===== src/design/cbs_defines.vh =====
// constants for the processor bus and sideband block
`ifndef CBS_DEFINES_VH
`define CBS_DEFINES_VH
// apb byte offsets
`define CBS_REG_CTRL    8'h00
`define CBS_REG_CMD     8'h04
`define CBS_REG_ADDR    8'h08
`define CBS_REG_WDLO    8'h0C
`define CBS_REG_WDHI    8'h10
`define CBS_REG_STATUS  8'h14
`define CBS_REG_RDLO    8'h18
`define CBS_REG_RDHI    8'h1C
`define CBS_REG_CONFIG  8'h20
// ctrl fields
`define CBS_CTRL_IF     0
`define CBS_CTRL_NE     1
`define CBS_CTRL_FPMSK  2
`define CBS_CTRL_SNOOP  3
`define CBS_CTRL_FPSET  4
`define CBS_CTRL_FPCLR  5
`define CBS_CTRL_IFCLR  6
`define CBS_CTRL_ECCCLR 7
`define CBS_CTRL_RST    8'h00
// cmd fields
`define CBS_CMD_LOCK    8
`define CBS_CMD_LAST    9
`define CBS_CMD_DATA    10
// async input slots
`define CBS_IN_PURGE    0
`define CBS_IN_WARM     1
`define CBS_IN_LINT0    2
`define CBS_IN_LINT1    3
`define CBS_IN_OVRD     4
`define CBS_IN_SUPPLY   5
`define CBS_IN_IRQD0    6
`define CBS_IN_ECCSTRAP 7
// bus commands issued by hardware, and the nmi vector
`define CBS_CMD_IRQ_ACK   5'h08
`define CBS_CMD_FLUSH_ACK 5'h09
`define CBS_CMD_SHUTDOWN  5'h0A
`define CBS_NMI_VECTOR    8'h02
// states
`define CBS_ST_IDLE     2'h0
`define CBS_ST_REQ      2'h1
`define CBS_ST_DATA     2'h2
`endif


===== src/design/cbs_sideband.v =====
// processor-side system bus sequencer and sideband pin logic
//
// The register offsets and the APB interface to the registers are this design's own decisions.
`timescale 1ns/100ps
`include "cbs_defines.vh"
module cbs_sideband #(
    parameter CACHE_LINES  = 16,
    parameter LINE_W       = 4,
    parameter ADDR_W       = 33,
    parameter RESET_VECTOR = 32'hFFFFFFF0
) (
    // clock and reset
    input  wire              ref_clk_i,
    input  wire              rst_n_i,
    // apb slave
    input  wire              psel_i,
    input  wire              penable_i,
    input  wire              pwrite_i,
    input  wire [7:0]        paddr_i,
    input  wire [31:0]       pwdata_i,
    output reg  [31:0]       prdata_o,
    output wire              pready_o,
    output wire              pslverr_o,
    // system bus, same clock
    output reg  [4:0]        req_cmd_o,
    output reg  [ADDR_W-1:0] addr_o,
    output reg               addr_strobe_o,
    output reg  [63:0]       data_o,
    output reg  [7:0]        data_ecc_lines_o,
    output reg               data_oe_o,
    output reg               data_valid_strobe_o,
    output reg               atomic_seq_o,
    output reg               snoop_match_o,
    output reg               snoop_dirty_match_o,
    input  wire [63:0]       data_i,
    input  wire [7:0]        data_ecc_lines_i,
    input  wire              data_valid_strobe_i,
    input  wire              target_ready_i,
    input  wire              snoop_match_i,
    input  wire              snoop_dirty_match_i,
    input  wire              priority_agent_request_i,
    input  wire              bus_reinit_i,
    // asynchronous sideband pins
    input  wire              purge_req_i,
    input  wire              warm_restart_i,
    input  wire [1:0]        local_irq_pins_i,
    input  wire              numeric_error_override_i,
    input  wire              supply_stable_in_i,
    input  wire              irq_bus_data0_i,
    input  wire              ecc_strap_i,
    // sideband outputs
    output reg               fpu_fault_out_o,
    output reg               internal_fault_out_o,
    output reg  [1:0]        local_irq_o,
    // core and cache side
    input  wire              fp_error_i,
    input  wire              fp_instr_i,
    input  wire              internal_error_i,
    input  wire              instr_done_i,
    input  wire              handler_return_i,
    input  wire              cache_line_dirty_i,
    output reg               fp_stall_o,
    output reg  [LINE_W-1:0] cache_line_o,
    output reg               cache_writeback_o,
    output reg               cache_invalidate_o,
    output wire              cache_alloc_en_o,
    output reg               int_reset_o,
    output reg               exec_start_o,
    output reg  [31:0]       reset_vector_o,
    output reg               bist_run_o,
    output reg               irq_take_o,
    output reg               nmi_take_o,
    output reg  [7:0]        irq_vector_o
);

// ****************************************
// functions
// ****************************************
function [7:0] ecc_of;
    input [63:0] d;
    integer k;
    begin
        for (k = 0; k < 8; k = k + 1) begin
            ecc_of[k] = ^d[8*k +: 8];
        end
    end
endfunction

// ****************************************
// input synchronisers and glitch filter
// ****************************************
wire [7:0] async_in = {ecc_strap_i, irq_bus_data0_i, supply_stable_in_i, numeric_error_override_i,
                       local_irq_pins_i, warm_restart_i, purge_req_i};
reg  [7:0] s1_reg;
reg  [7:0] s2_reg;
reg  [7:0] s3_reg;
reg  [7:0] filt_reg;
reg  [7:0] filt_d_reg;

always @(posedge ref_clk_i) begin
    s1_reg <= async_in;
    s2_reg <= s1_reg;
    s3_reg <= s2_reg;
end

always @(posedge ref_clk_i) begin
    if (!rst_n_i) begin
        filt_reg   <= 8'h00;
        filt_d_reg <= 8'h00;
    end else begin
        // a level is taken only after two agreeing samples
        filt_reg   <= (s2_reg & s3_reg) | (filt_reg & (s2_reg | s3_reg));
        filt_d_reg <= filt_reg;
    end
end

wire [7:0] rise = filt_reg & ~filt_d_reg;

// ****************************************
// power-on configuration
// ****************************************
reg cfg_done_reg;
reg ecc_en_reg;
reg purge_cfg_reg;
reg bist_cfg_reg;
reg ctl_dis_reg;

always @(posedge ref_clk_i) begin
    if (!rst_n_i) begin
        cfg_done_reg  <= 1'b0;
        ecc_en_reg    <= 1'b0;
        purge_cfg_reg <= 1'b0;
        bist_cfg_reg  <= 1'b0;
        ctl_dis_reg   <= 1'b0;
        bist_run_o    <= 1'b0;
    end else begin
        bist_run_o <= 1'b0;
        if (!cfg_done_reg) begin
            cfg_done_reg  <= 1'b1;
            ecc_en_reg    <= s2_reg[`CBS_IN_ECCSTRAP];
            purge_cfg_reg <= s2_reg[`CBS_IN_PURGE];
            bist_cfg_reg  <= s2_reg[`CBS_IN_WARM];
            bist_run_o    <= s2_reg[`CBS_IN_WARM];
            ctl_dis_reg   <= ~s2_reg[`CBS_IN_IRQD0];
        end
    end
end

// ****************************************
// apb registers
// ****************************************
reg  [7:0]        ctrl_reg;
reg  [10:0]       cmd_reg;
reg  [ADDR_W-1:0] addr_reg;
reg  [63:0]       wdata_reg;
reg  [63:0]       rdata_reg;
reg               sw_pend_reg;
reg  [1:0]        state_reg;
reg               in_nmi_reg;
reg               nmi_pend_reg;
reg               ifault_reg;
reg               fp_err_reg;
reg               ecc_err_reg;
reg               flushing_reg;
reg               irq_wait_reg;
reg               stall_seen_reg;

wire setup    = psel_i & ~penable_i;
wire access   = psel_i & penable_i;
wire mapped   = (paddr_i[1:0] == 2'h0) && (paddr_i <= `CBS_REG_CONFIG);
wire cmd_hit  = (paddr_i == `CBS_REG_CMD);
wire cmd_busy = sw_pend_reg | (state_reg != `CBS_ST_IDLE);
wire wr_ok    = access & pwrite_i & mapped & ~(cmd_hit & cmd_busy);
wire ctl_wr   = wr_ok & (paddr_i == `CBS_REG_CTRL);
wire cmd_wr   = wr_ok & cmd_hit;

assign pready_o  = 1'b1;
assign pslverr_o = access & (~mapped | (pwrite_i & cmd_hit & cmd_busy));

wire [31:0] status_w = {20'h0, irq_wait_reg, fp_stall_o, stall_seen_reg, filt_reg[`CBS_IN_SUPPLY],
                        nmi_pend_reg, in_nmi_reg, ecc_err_reg, fp_err_reg, ifault_reg, flushing_reg,
                        atomic_seq_o, cmd_busy};

always @(posedge ref_clk_i) begin
    if (!rst_n_i) begin
        ctrl_reg  <= `CBS_CTRL_RST;
        cmd_reg   <= 11'h000;
        addr_reg  <= {ADDR_W{1'b0}};
        wdata_reg <= 64'h0;
        prdata_o  <= 32'h0;
    end else begin
        ctrl_reg[7:4] <= 4'h0;
        if (ctl_wr) begin
            ctrl_reg <= pwdata_i[7:0];
        end
        if (cmd_wr) begin
            cmd_reg <= pwdata_i[10:0];
        end
        if (wr_ok && paddr_i == `CBS_REG_ADDR) begin
            addr_reg <= {{(ADDR_W-32){1'b0}}, pwdata_i};
        end
        if (wr_ok && paddr_i == `CBS_REG_WDLO) begin
            wdata_reg[31:0] <= pwdata_i;
        end
        if (wr_ok && paddr_i == `CBS_REG_WDHI) begin
            wdata_reg[63:32] <= pwdata_i;
        end
        if (setup && !pwrite_i) begin
            case (paddr_i)
                `CBS_REG_CTRL:   prdata_o <= {28'h0, ctrl_reg[3:0]};
                `CBS_REG_CMD:    prdata_o <= {21'h0, cmd_reg};
                `CBS_REG_ADDR:   prdata_o <= addr_reg[31:0];
                `CBS_REG_WDLO:   prdata_o <= wdata_reg[31:0];
                `CBS_REG_WDHI:   prdata_o <= wdata_reg[63:32];
                `CBS_REG_STATUS: prdata_o <= status_w;
                `CBS_REG_RDLO:   prdata_o <= rdata_reg[31:0];
                `CBS_REG_RDHI:   prdata_o <= rdata_reg[63:32];
                `CBS_REG_CONFIG: prdata_o <= {28'h0, ctl_dis_reg, bist_cfg_reg, purge_cfg_reg, ecc_en_reg};
                default:         prdata_o <= 32'h0;
            endcase
        end
    end
end

// ****************************************
// bus transaction sequencer
// ****************************************
reg        shut_pend_reg;
reg        fack_pend_reg;
reg        iack_pend_reg;
reg        cur_data_reg;
reg        cur_end_reg;
reg [63:0] cur_wd_reg;

wire can_issue = cfg_done_reg & filt_reg[`CBS_IN_SUPPLY] & (~priority_agent_request_i | atomic_seq_o);
wire any_pend  = shut_pend_reg | fack_pend_reg | iack_pend_reg | sw_pend_reg;
wire go        = (state_reg == `CBS_ST_IDLE) & can_issue & any_pend;
wire take_shut = go & shut_pend_reg;
wire take_fack = go & ~shut_pend_reg & fack_pend_reg;
wire take_iack = go & ~shut_pend_reg & ~fack_pend_reg & iack_pend_reg;
wire take_sw   = go & ~shut_pend_reg & ~fack_pend_reg & ~iack_pend_reg;
wire flush_fin;
wire irq_take;

always @(posedge ref_clk_i) begin
    if (!rst_n_i) begin
        state_reg           <= `CBS_ST_IDLE;
        req_cmd_o           <= 5'h00;
        addr_o              <= {ADDR_W{1'b0}};
        addr_strobe_o       <= 1'b0;
        data_o              <= 64'h0;
        data_ecc_lines_o    <= 8'h00;
        data_oe_o           <= 1'b0;
        data_valid_strobe_o <= 1'b0;
        atomic_seq_o        <= 1'b0;
        cur_data_reg        <= 1'b0;
        cur_end_reg         <= 1'b1;
        cur_wd_reg          <= 64'h0;
    end else begin
        case (state_reg)
            `CBS_ST_IDLE: begin
                if (go) begin
                    state_reg     <= `CBS_ST_REQ;
                    addr_strobe_o <= 1'b1;
                    addr_o        <= take_sw ? addr_reg : {ADDR_W{1'b0}};
                    req_cmd_o     <= take_shut ? `CBS_CMD_SHUTDOWN :
                                     take_fack ? `CBS_CMD_FLUSH_ACK :
                                     take_iack ? `CBS_CMD_IRQ_ACK : cmd_reg[4:0];
                    cur_data_reg  <= take_sw & cmd_reg[`CBS_CMD_DATA];
                    cur_wd_reg    <= wdata_reg;
                    cur_end_reg   <= ~(take_sw & cmd_reg[`CBS_CMD_LOCK]) | cmd_reg[`CBS_CMD_LAST];
                    if (take_sw && cmd_reg[`CBS_CMD_LOCK]) begin
                        atomic_seq_o <= 1'b1;
                    end
                end
            end
            `CBS_ST_REQ: begin
                addr_strobe_o <= 1'b0;
                req_cmd_o     <= 5'h00;
                if (cur_data_reg) begin
                    state_reg <= `CBS_ST_DATA;
                end else begin
                    state_reg <= `CBS_ST_IDLE;
                    if (cur_end_reg) begin
                        atomic_seq_o <= 1'b0;
                    end
                end
            end
            `CBS_ST_DATA: begin
                if (data_valid_strobe_o) begin
                    data_valid_strobe_o <= 1'b0;
                    data_oe_o           <= 1'b0;
                    state_reg           <= `CBS_ST_IDLE;
                    if (cur_end_reg) begin
                        atomic_seq_o <= 1'b0;
                    end
                end else if (target_ready_i) begin
                    // idle clocks are inserted while the target is not ready
                    data_valid_strobe_o <= 1'b1;
                    data_oe_o           <= 1'b1;
                    data_o              <= cur_wd_reg;
                    data_ecc_lines_o    <= ecc_of(cur_wd_reg);
                end
            end
            default: state_reg <= `CBS_ST_IDLE;
        endcase
    end
end

// ****************************************
// pending transactions and receive side
// ****************************************
always @(posedge ref_clk_i) begin
    if (!rst_n_i) begin
        sw_pend_reg    <= 1'b0;
        shut_pend_reg  <= 1'b0;
        fack_pend_reg  <= 1'b0;
        iack_pend_reg  <= 1'b0;
        rdata_reg      <= 64'h0;
        ecc_err_reg    <= 1'b0;
        stall_seen_reg <= 1'b0;
    end else begin
        sw_pend_reg    <= cmd_wr | (sw_pend_reg & ~take_sw);
        shut_pend_reg  <= internal_error_i | (shut_pend_reg & ~take_shut);
        fack_pend_reg  <= flush_fin | (fack_pend_reg & ~take_fack);
        iack_pend_reg  <= irq_take | (iack_pend_reg & ~take_iack);
        stall_seen_reg <= snoop_match_i & snoop_dirty_match_i;
        if (data_valid_strobe_i && !data_oe_o) begin
            rdata_reg <= data_i;
        end
        // a new error wins over a clear in the same cycle
        ecc_err_reg <= (data_valid_strobe_i & ~data_oe_o & ecc_en_reg & (ecc_of(data_i) != data_ecc_lines_i)) |
                       (ecc_err_reg & ~ctrl_reg[`CBS_CTRL_ECCCLR]);
    end
end

// ****************************************
// cache purge
// ****************************************
// the walk wraps at the index width, so the line count must not exceed it
localparam [LINE_W-1:0] LAST_LINE = CACHE_LINES[LINE_W-1:0] - 1'b1;

reg [LINE_W-1:0] walk_reg;

assign cache_alloc_en_o = cfg_done_reg & ~filt_reg[`CBS_IN_PURGE];
assign flush_fin        = flushing_reg & (walk_reg == LAST_LINE);

always @(posedge ref_clk_i) begin
    if (!rst_n_i) begin
        flushing_reg       <= 1'b0;
        walk_reg           <= {LINE_W{1'b0}};
        cache_line_o       <= {LINE_W{1'b0}};
        cache_writeback_o  <= 1'b0;
        cache_invalidate_o <= 1'b0;
    end else begin
        cache_writeback_o  <= flushing_reg & cache_line_dirty_i;
        cache_invalidate_o <= flushing_reg;
        cache_line_o       <= walk_reg;
        if (flushing_reg) begin
            walk_reg <= walk_reg + 1'b1;
            if (flush_fin) begin
                flushing_reg <= 1'b0;
            end
        end else if (cfg_done_reg && rise[`CBS_IN_PURGE]) begin
            flushing_reg <= 1'b1;
            walk_reg     <= {LINE_W{1'b0}};
        end
    end
end

// ****************************************
// interrupts
// ****************************************
wire irq_src  = ctl_dis_reg & filt_reg[`CBS_IN_LINT0];
wire nmi_rise = ctl_dis_reg & rise[`CBS_IN_LINT1];
wire nmi_ret  = handler_return_i & in_nmi_reg;
assign irq_take = irq_src & ctrl_reg[`CBS_CTRL_IF] & instr_done_i & ~irq_wait_reg;

always @(posedge ref_clk_i) begin
    if (!rst_n_i) begin
        local_irq_o  <= 2'h0;
        irq_wait_reg <= 1'b0;
        irq_take_o   <= 1'b0;
        nmi_take_o   <= 1'b0;
        in_nmi_reg   <= 1'b0;
        nmi_pend_reg <= 1'b0;
        irq_vector_o <= 8'h00;
    end else begin
        local_irq_o <= ctl_dis_reg ? 2'h0 : filt_reg[`CBS_IN_LINT1:`CBS_IN_LINT0];
        irq_take_o  <= irq_take;
        nmi_take_o  <= 1'b0;
        // one acknowledge per assertion; re-armed once the pin drops
        irq_wait_reg <= irq_take | (irq_wait_reg & irq_src);
        if (nmi_ret) begin
            if (nmi_pend_reg || nmi_rise) begin
                nmi_take_o   <= 1'b1;
                irq_vector_o <= `CBS_NMI_VECTOR;
                nmi_pend_reg <= nmi_pend_reg & nmi_rise;
            end else begin
                in_nmi_reg <= 1'b0;
            end
        end else if (nmi_rise) begin
            if (in_nmi_reg) begin
                nmi_pend_reg <= 1'b1;
            end else begin
                in_nmi_reg   <= 1'b1;
                nmi_take_o   <= 1'b1;
                irq_vector_o <= `CBS_NMI_VECTOR;
            end
        end
    end
end

// ****************************************
// faults, numeric errors, warm restart, snoop stall
// ****************************************
wire warm_rise = cfg_done_reg & rise[`CBS_IN_WARM];
wire ovrd_eff  = filt_reg[`CBS_IN_OVRD] & ~ctrl_reg[`CBS_CTRL_NE];

always @(posedge ref_clk_i) begin
    if (!rst_n_i) begin
        ifault_reg           <= 1'b0;
        internal_fault_out_o <= 1'b0;
        fp_err_reg           <= 1'b0;
        fpu_fault_out_o      <= 1'b0;
        fp_stall_o           <= 1'b0;
        int_reset_o          <= 1'b0;
        exec_start_o         <= 1'b0;
        reset_vector_o       <= 32'h0;
        snoop_match_o        <= 1'b0;
        snoop_dirty_match_o  <= 1'b0;
    end else begin
        ifault_reg <= internal_error_i |
                      (ifault_reg & ~(ctrl_reg[`CBS_CTRL_IFCLR] | bus_reinit_i | warm_rise));
        internal_fault_out_o <= ifault_reg;
        fp_err_reg      <= fp_error_i | ctrl_reg[`CBS_CTRL_FPSET] | (fp_err_reg & ~ctrl_reg[`CBS_CTRL_FPCLR]);
        fpu_fault_out_o <= fp_err_reg & ~ctrl_reg[`CBS_CTRL_FPMSK];
        fp_stall_o      <= fp_err_reg & fp_instr_i & ~ovrd_eff;
        // only integer state restarts; caches, fp state and snooping carry on
        int_reset_o     <= warm_rise;
        exec_start_o    <= warm_rise;
        if (warm_rise) begin
            reset_vector_o <= RESET_VECTOR;
        end
        snoop_match_o       <= ctrl_reg[`CBS_CTRL_SNOOP];
        snoop_dirty_match_o <= ctrl_reg[`CBS_CTRL_SNOOP];
    end
end

endmodule


===== config.mk =====
export PLATFORM = sky130hd
export DESIGN_NAME = cbs_sideband
export DESIGN_NICKNAME = d
export VERILOG_FILES = /design/src/design/cbs_sideband.v
export VERILOG_INCLUDE_DIRS = /design/src /design/src/design
export SDC_FILE = /design/constraint.sdc
export NUM_CORES = 1
export LEC_CHECK = 0
export BUFFER_PORTS_ARGS = -buffer_cell sky130_fd_sc_hd__clkbuf_2
export CAP_MARGIN = 10
export CORE_MARGIN = 2
export CORE_UTILIZATION = 56
export DETAILED_ROUTE_END_ITERATION = 12
export PLACE_DENSITY = 0.8
export SLEW_MARGIN = 20
export SYNTH_ARGS = -nofsm -noshare
export SYNTH_HDL_FRONTEND = slang
export SYNTH_SLANG_ARGS = --single-unit

===== constraint.sdc =====
create_clock -name ref_clk_i -period 2.6 [get_ports ref_clk_i]
set_clock_uncertainty 0.1 [all_clocks]
set_input_delay 0.13 -clock ref_clk_i [delete_from_list [all_inputs] [get_ports ref_clk_i]]
set_output_delay 0.13 -clock ref_clk_i [all_outputs]
set_load 0.05 [all_outputs]

==> out/results.ini <==
[logic_synthesis]
synth_area_leaders = dfxtp_1 (47%), nand2_1 (12%), a21boi_0 (8.0%), xnor2_1 (4.1%), a22oi_1 (3.2%)
synth.most_common_cell = nand2_1
synth-async-reset-ratio = 0
syn_inst = 2212
syn-cell-area_um2 = 19600
ys_top_cells_by_count = nand2_1 (652), dfxtp_1 (462), a21boi_0 (210)
yosysSeqAreaShare = 0.471
ys.flop_type = dfxtp_1
syn_avg_cell_area_um2 = 8.88
ys.warnings.count = 0
ys_types = 76
yosysTopAreaCellShare = 0.471
synth_edf_count = 0
synth_top_area_cell = dfxtp_1
ys_ff_latch = 462

[global_routing]
grt_max_degree = 139
grt_use_total = 0.314
grt_pass1_wl_um = 90500
grt_pass1_vias = 16400
antenna_found_initial = 4
grt-ovfl-total = 0

[drt]
wire_per_inst_um = 19.2
met3_length_um = 6290
drtIter0Drc = 1855
ant_nets = 0
num_vias = 17300
vias_per_cell = 5.63
drt-pass1-iter-count = 9
wl_met2_um = 26500
maxUsedRoutingLayer = met4
wl_met1_um = 24300
drc = 0
routed_wl_um = 58700

[timing]
maxSlewHeadroom = 0.517
rsz0062_at_grt = false
final.period_utilization = 0.936
holdWs_ns = 0.0594
tns_ns = 0
report.final.slew_viol_count = 0
post-route-min-period_ns = 2.43
fmax_mhz = 411
worstMarginPinSlew_ns = 0.724
finalHoldViolCount = 0
setup_viol = 0

[worst_setup_path]
crit_path_end_kind = primary output
cp_max_fo = 8
worstPathArrival_ns = 2.20
start_kind = flip-flop
path_class = reg2out
cp_data_required_time_ns = 2.37

[power_and_ir_drop]
powerDensity_nw_per_um2 = 622
irDropWorstVdd_uv = 467
p_leak_nw = 9.14

[placement]
numPortBuffers = 330
dp_hpwl_um = 40300
place_inst = 2851
gp_congestion = 0.936

[finish]
synthToLayoutAreaGrowth_pct = 23.0
finalNetCount = 2718
n_fill_cell = 2661
drive_gt1_frac = 0.194
seqCellArea_um2 = 9250
stdcell_count = 3067
multi_input_area_um2 = 9340

[die]
start_util = 0.569
die_width_um = 191
dieArea_um2 = 36600
boundaryPins = 344
chipHeight_um = 191
row_count = 68
coreArea_um2 = 34500

[cts]
cts_tree = yes
h-tree-depth = 2
cts_buffers = 46
numClockSinks = 462
clk_latency_ns = 0.56
cts_buffer_depth = 3
cts_root_buf = clkbuf_16
cts_setup_buffers = 0
path_clk_slew_ns = 0.06

[run_status]
status = finished, final reports clean

[flow_run]
max_cap_violations = 0

[worst_hold_path]
hold_path_class = in2reg

-- what timing repair did --
item                                   in CTS  in global routing
resized for setup                           0                  1
hold buffers                              132                  0
setup endpoints to repair                   0                 10
endpoints found under the hold margin     223                  0
-- power breakdown --
group	internal (mW)	total (mW)	leakage (nW)	switching [mW]
registers	7.18	7.26	3.75	0.0760
clock network	3.79	6.54	0.730	2.75
logic	0.548	1.24	4.67	0.696
total	11.5	15.0	9.14	3.52
-- layout make-up --
class,instances,share of cell area
clock inverters,8,0.00373
well taps,455,0.0236
flip-flops and latches,462,0.383
repair buffers,507,0.144
clock buffers,72,0.0579
inverters,11,0.00171
multi-input cells,1548,0.386
diodes,4,0.000414
-- worst max-delay path, cell delays in order (launching register included) --
cell and delay (ns):
dfxtp_1 0.34, inv_1 0.11, ha_2 0.28, nand2_1 0.21, a31oi_1 0.36, nor2_1 0.09
clkbuf_2 0.25
-- path summary, 6_finish.rpt --
path,depth (start not counted),from,slack [ns],endpoint
worst max-delay path,6,state_reg[0],0.17,pslverr_o
worst min-delay path,6,pwrite_i,0.06,prdata_o[6]
worst max register to register,7,state_reg[0],0.24,ctrl_reg[2]
worst min register to register,0,s1_reg[1],0.23,s2_reg[1]
-- stage by stage --
stage	utilization	power [mW]	setup slack, ns	cell area, µm²
final	0.700	15.0	0.166	24200
after global routing	0.700	15.5	0.0809	24200
after CTS	0.699	15.0	0.0825	24200
after detailed placement	0.618	8.46	0.184	21300
after global placement	0.618	8.44	0.309	21300
after floorplan	-	8.13	0.540	19700
-- cells in the final DEF, fill, tap and decap left out, types with 12 or more instances in the layout --
| cell type | synthesis | routed |
|---|---|---|
| a21boi_0 | 210 | 210 |
| a21boi_1 | 79 | 79 |
| a21boi_2 | 30 | 30 |
| a21oi_1 | 32 | 32 |
| a222oi_1 | 20 | 20 |
| a22oi_1 | 84 | 84 |
| and2_1 | 22 | 21 |
| buf_12 | 1 | 12 |
| buf_4 | 51 | 33 |
| clkbuf_16 | 0 | 46 |
| clkbuf_2 | 1 | 329 |
| clkbuf_8 | 0 | 15 |
| conb_1 | 2 | 13 |
| dfxtp_1 | 462 | 462 |
| dlygate4sd3_1 | 0 | 132 |
| mux2i_1 | 19 | 19 |
| nand2_1 | 652 | 651 |
| nor2_1 | 22 | 21 |
| nor2b_1 | 70 | 69 |
| nor3_1 | 13 | 13 |
| o21ai_0 | 36 | 36 |
| o22ai_1 | 18 | 18 |
| xnor2_1 | 92 | 92 |
| xor2_1 | 16 | 16 |
-- cells by family (layout without fill, tap and decap cells) --
kind of cell,Yosys count,after routing,synth area share
XOR/XNOR,114,114,0.0550
multiplexers,26,26,0.0148
AO/OA/AOI/OAI,554,554,0.213
other,2,17,0.000382
AND/OR/NAND/NOR,836,836,0.184
buffers and inverters,213,598,0.0583
adder cells (fa/ha/maj),5,5,0.00318
flip-flops,462,462,0.471
-- routing by layer --
| metal | up-vias | GRT usage |
|---|---|---|
| li1 | 8123 | - |
| met1 | 8153 | 0.431 |
| met2 | 860 | 0.489 |
| met3 | 118 | 0.0699 |
| met4 | 0 | 0.102 |
| met5 | - | 0 |
No activity file was read; power rests on OpenSTA's default activity.
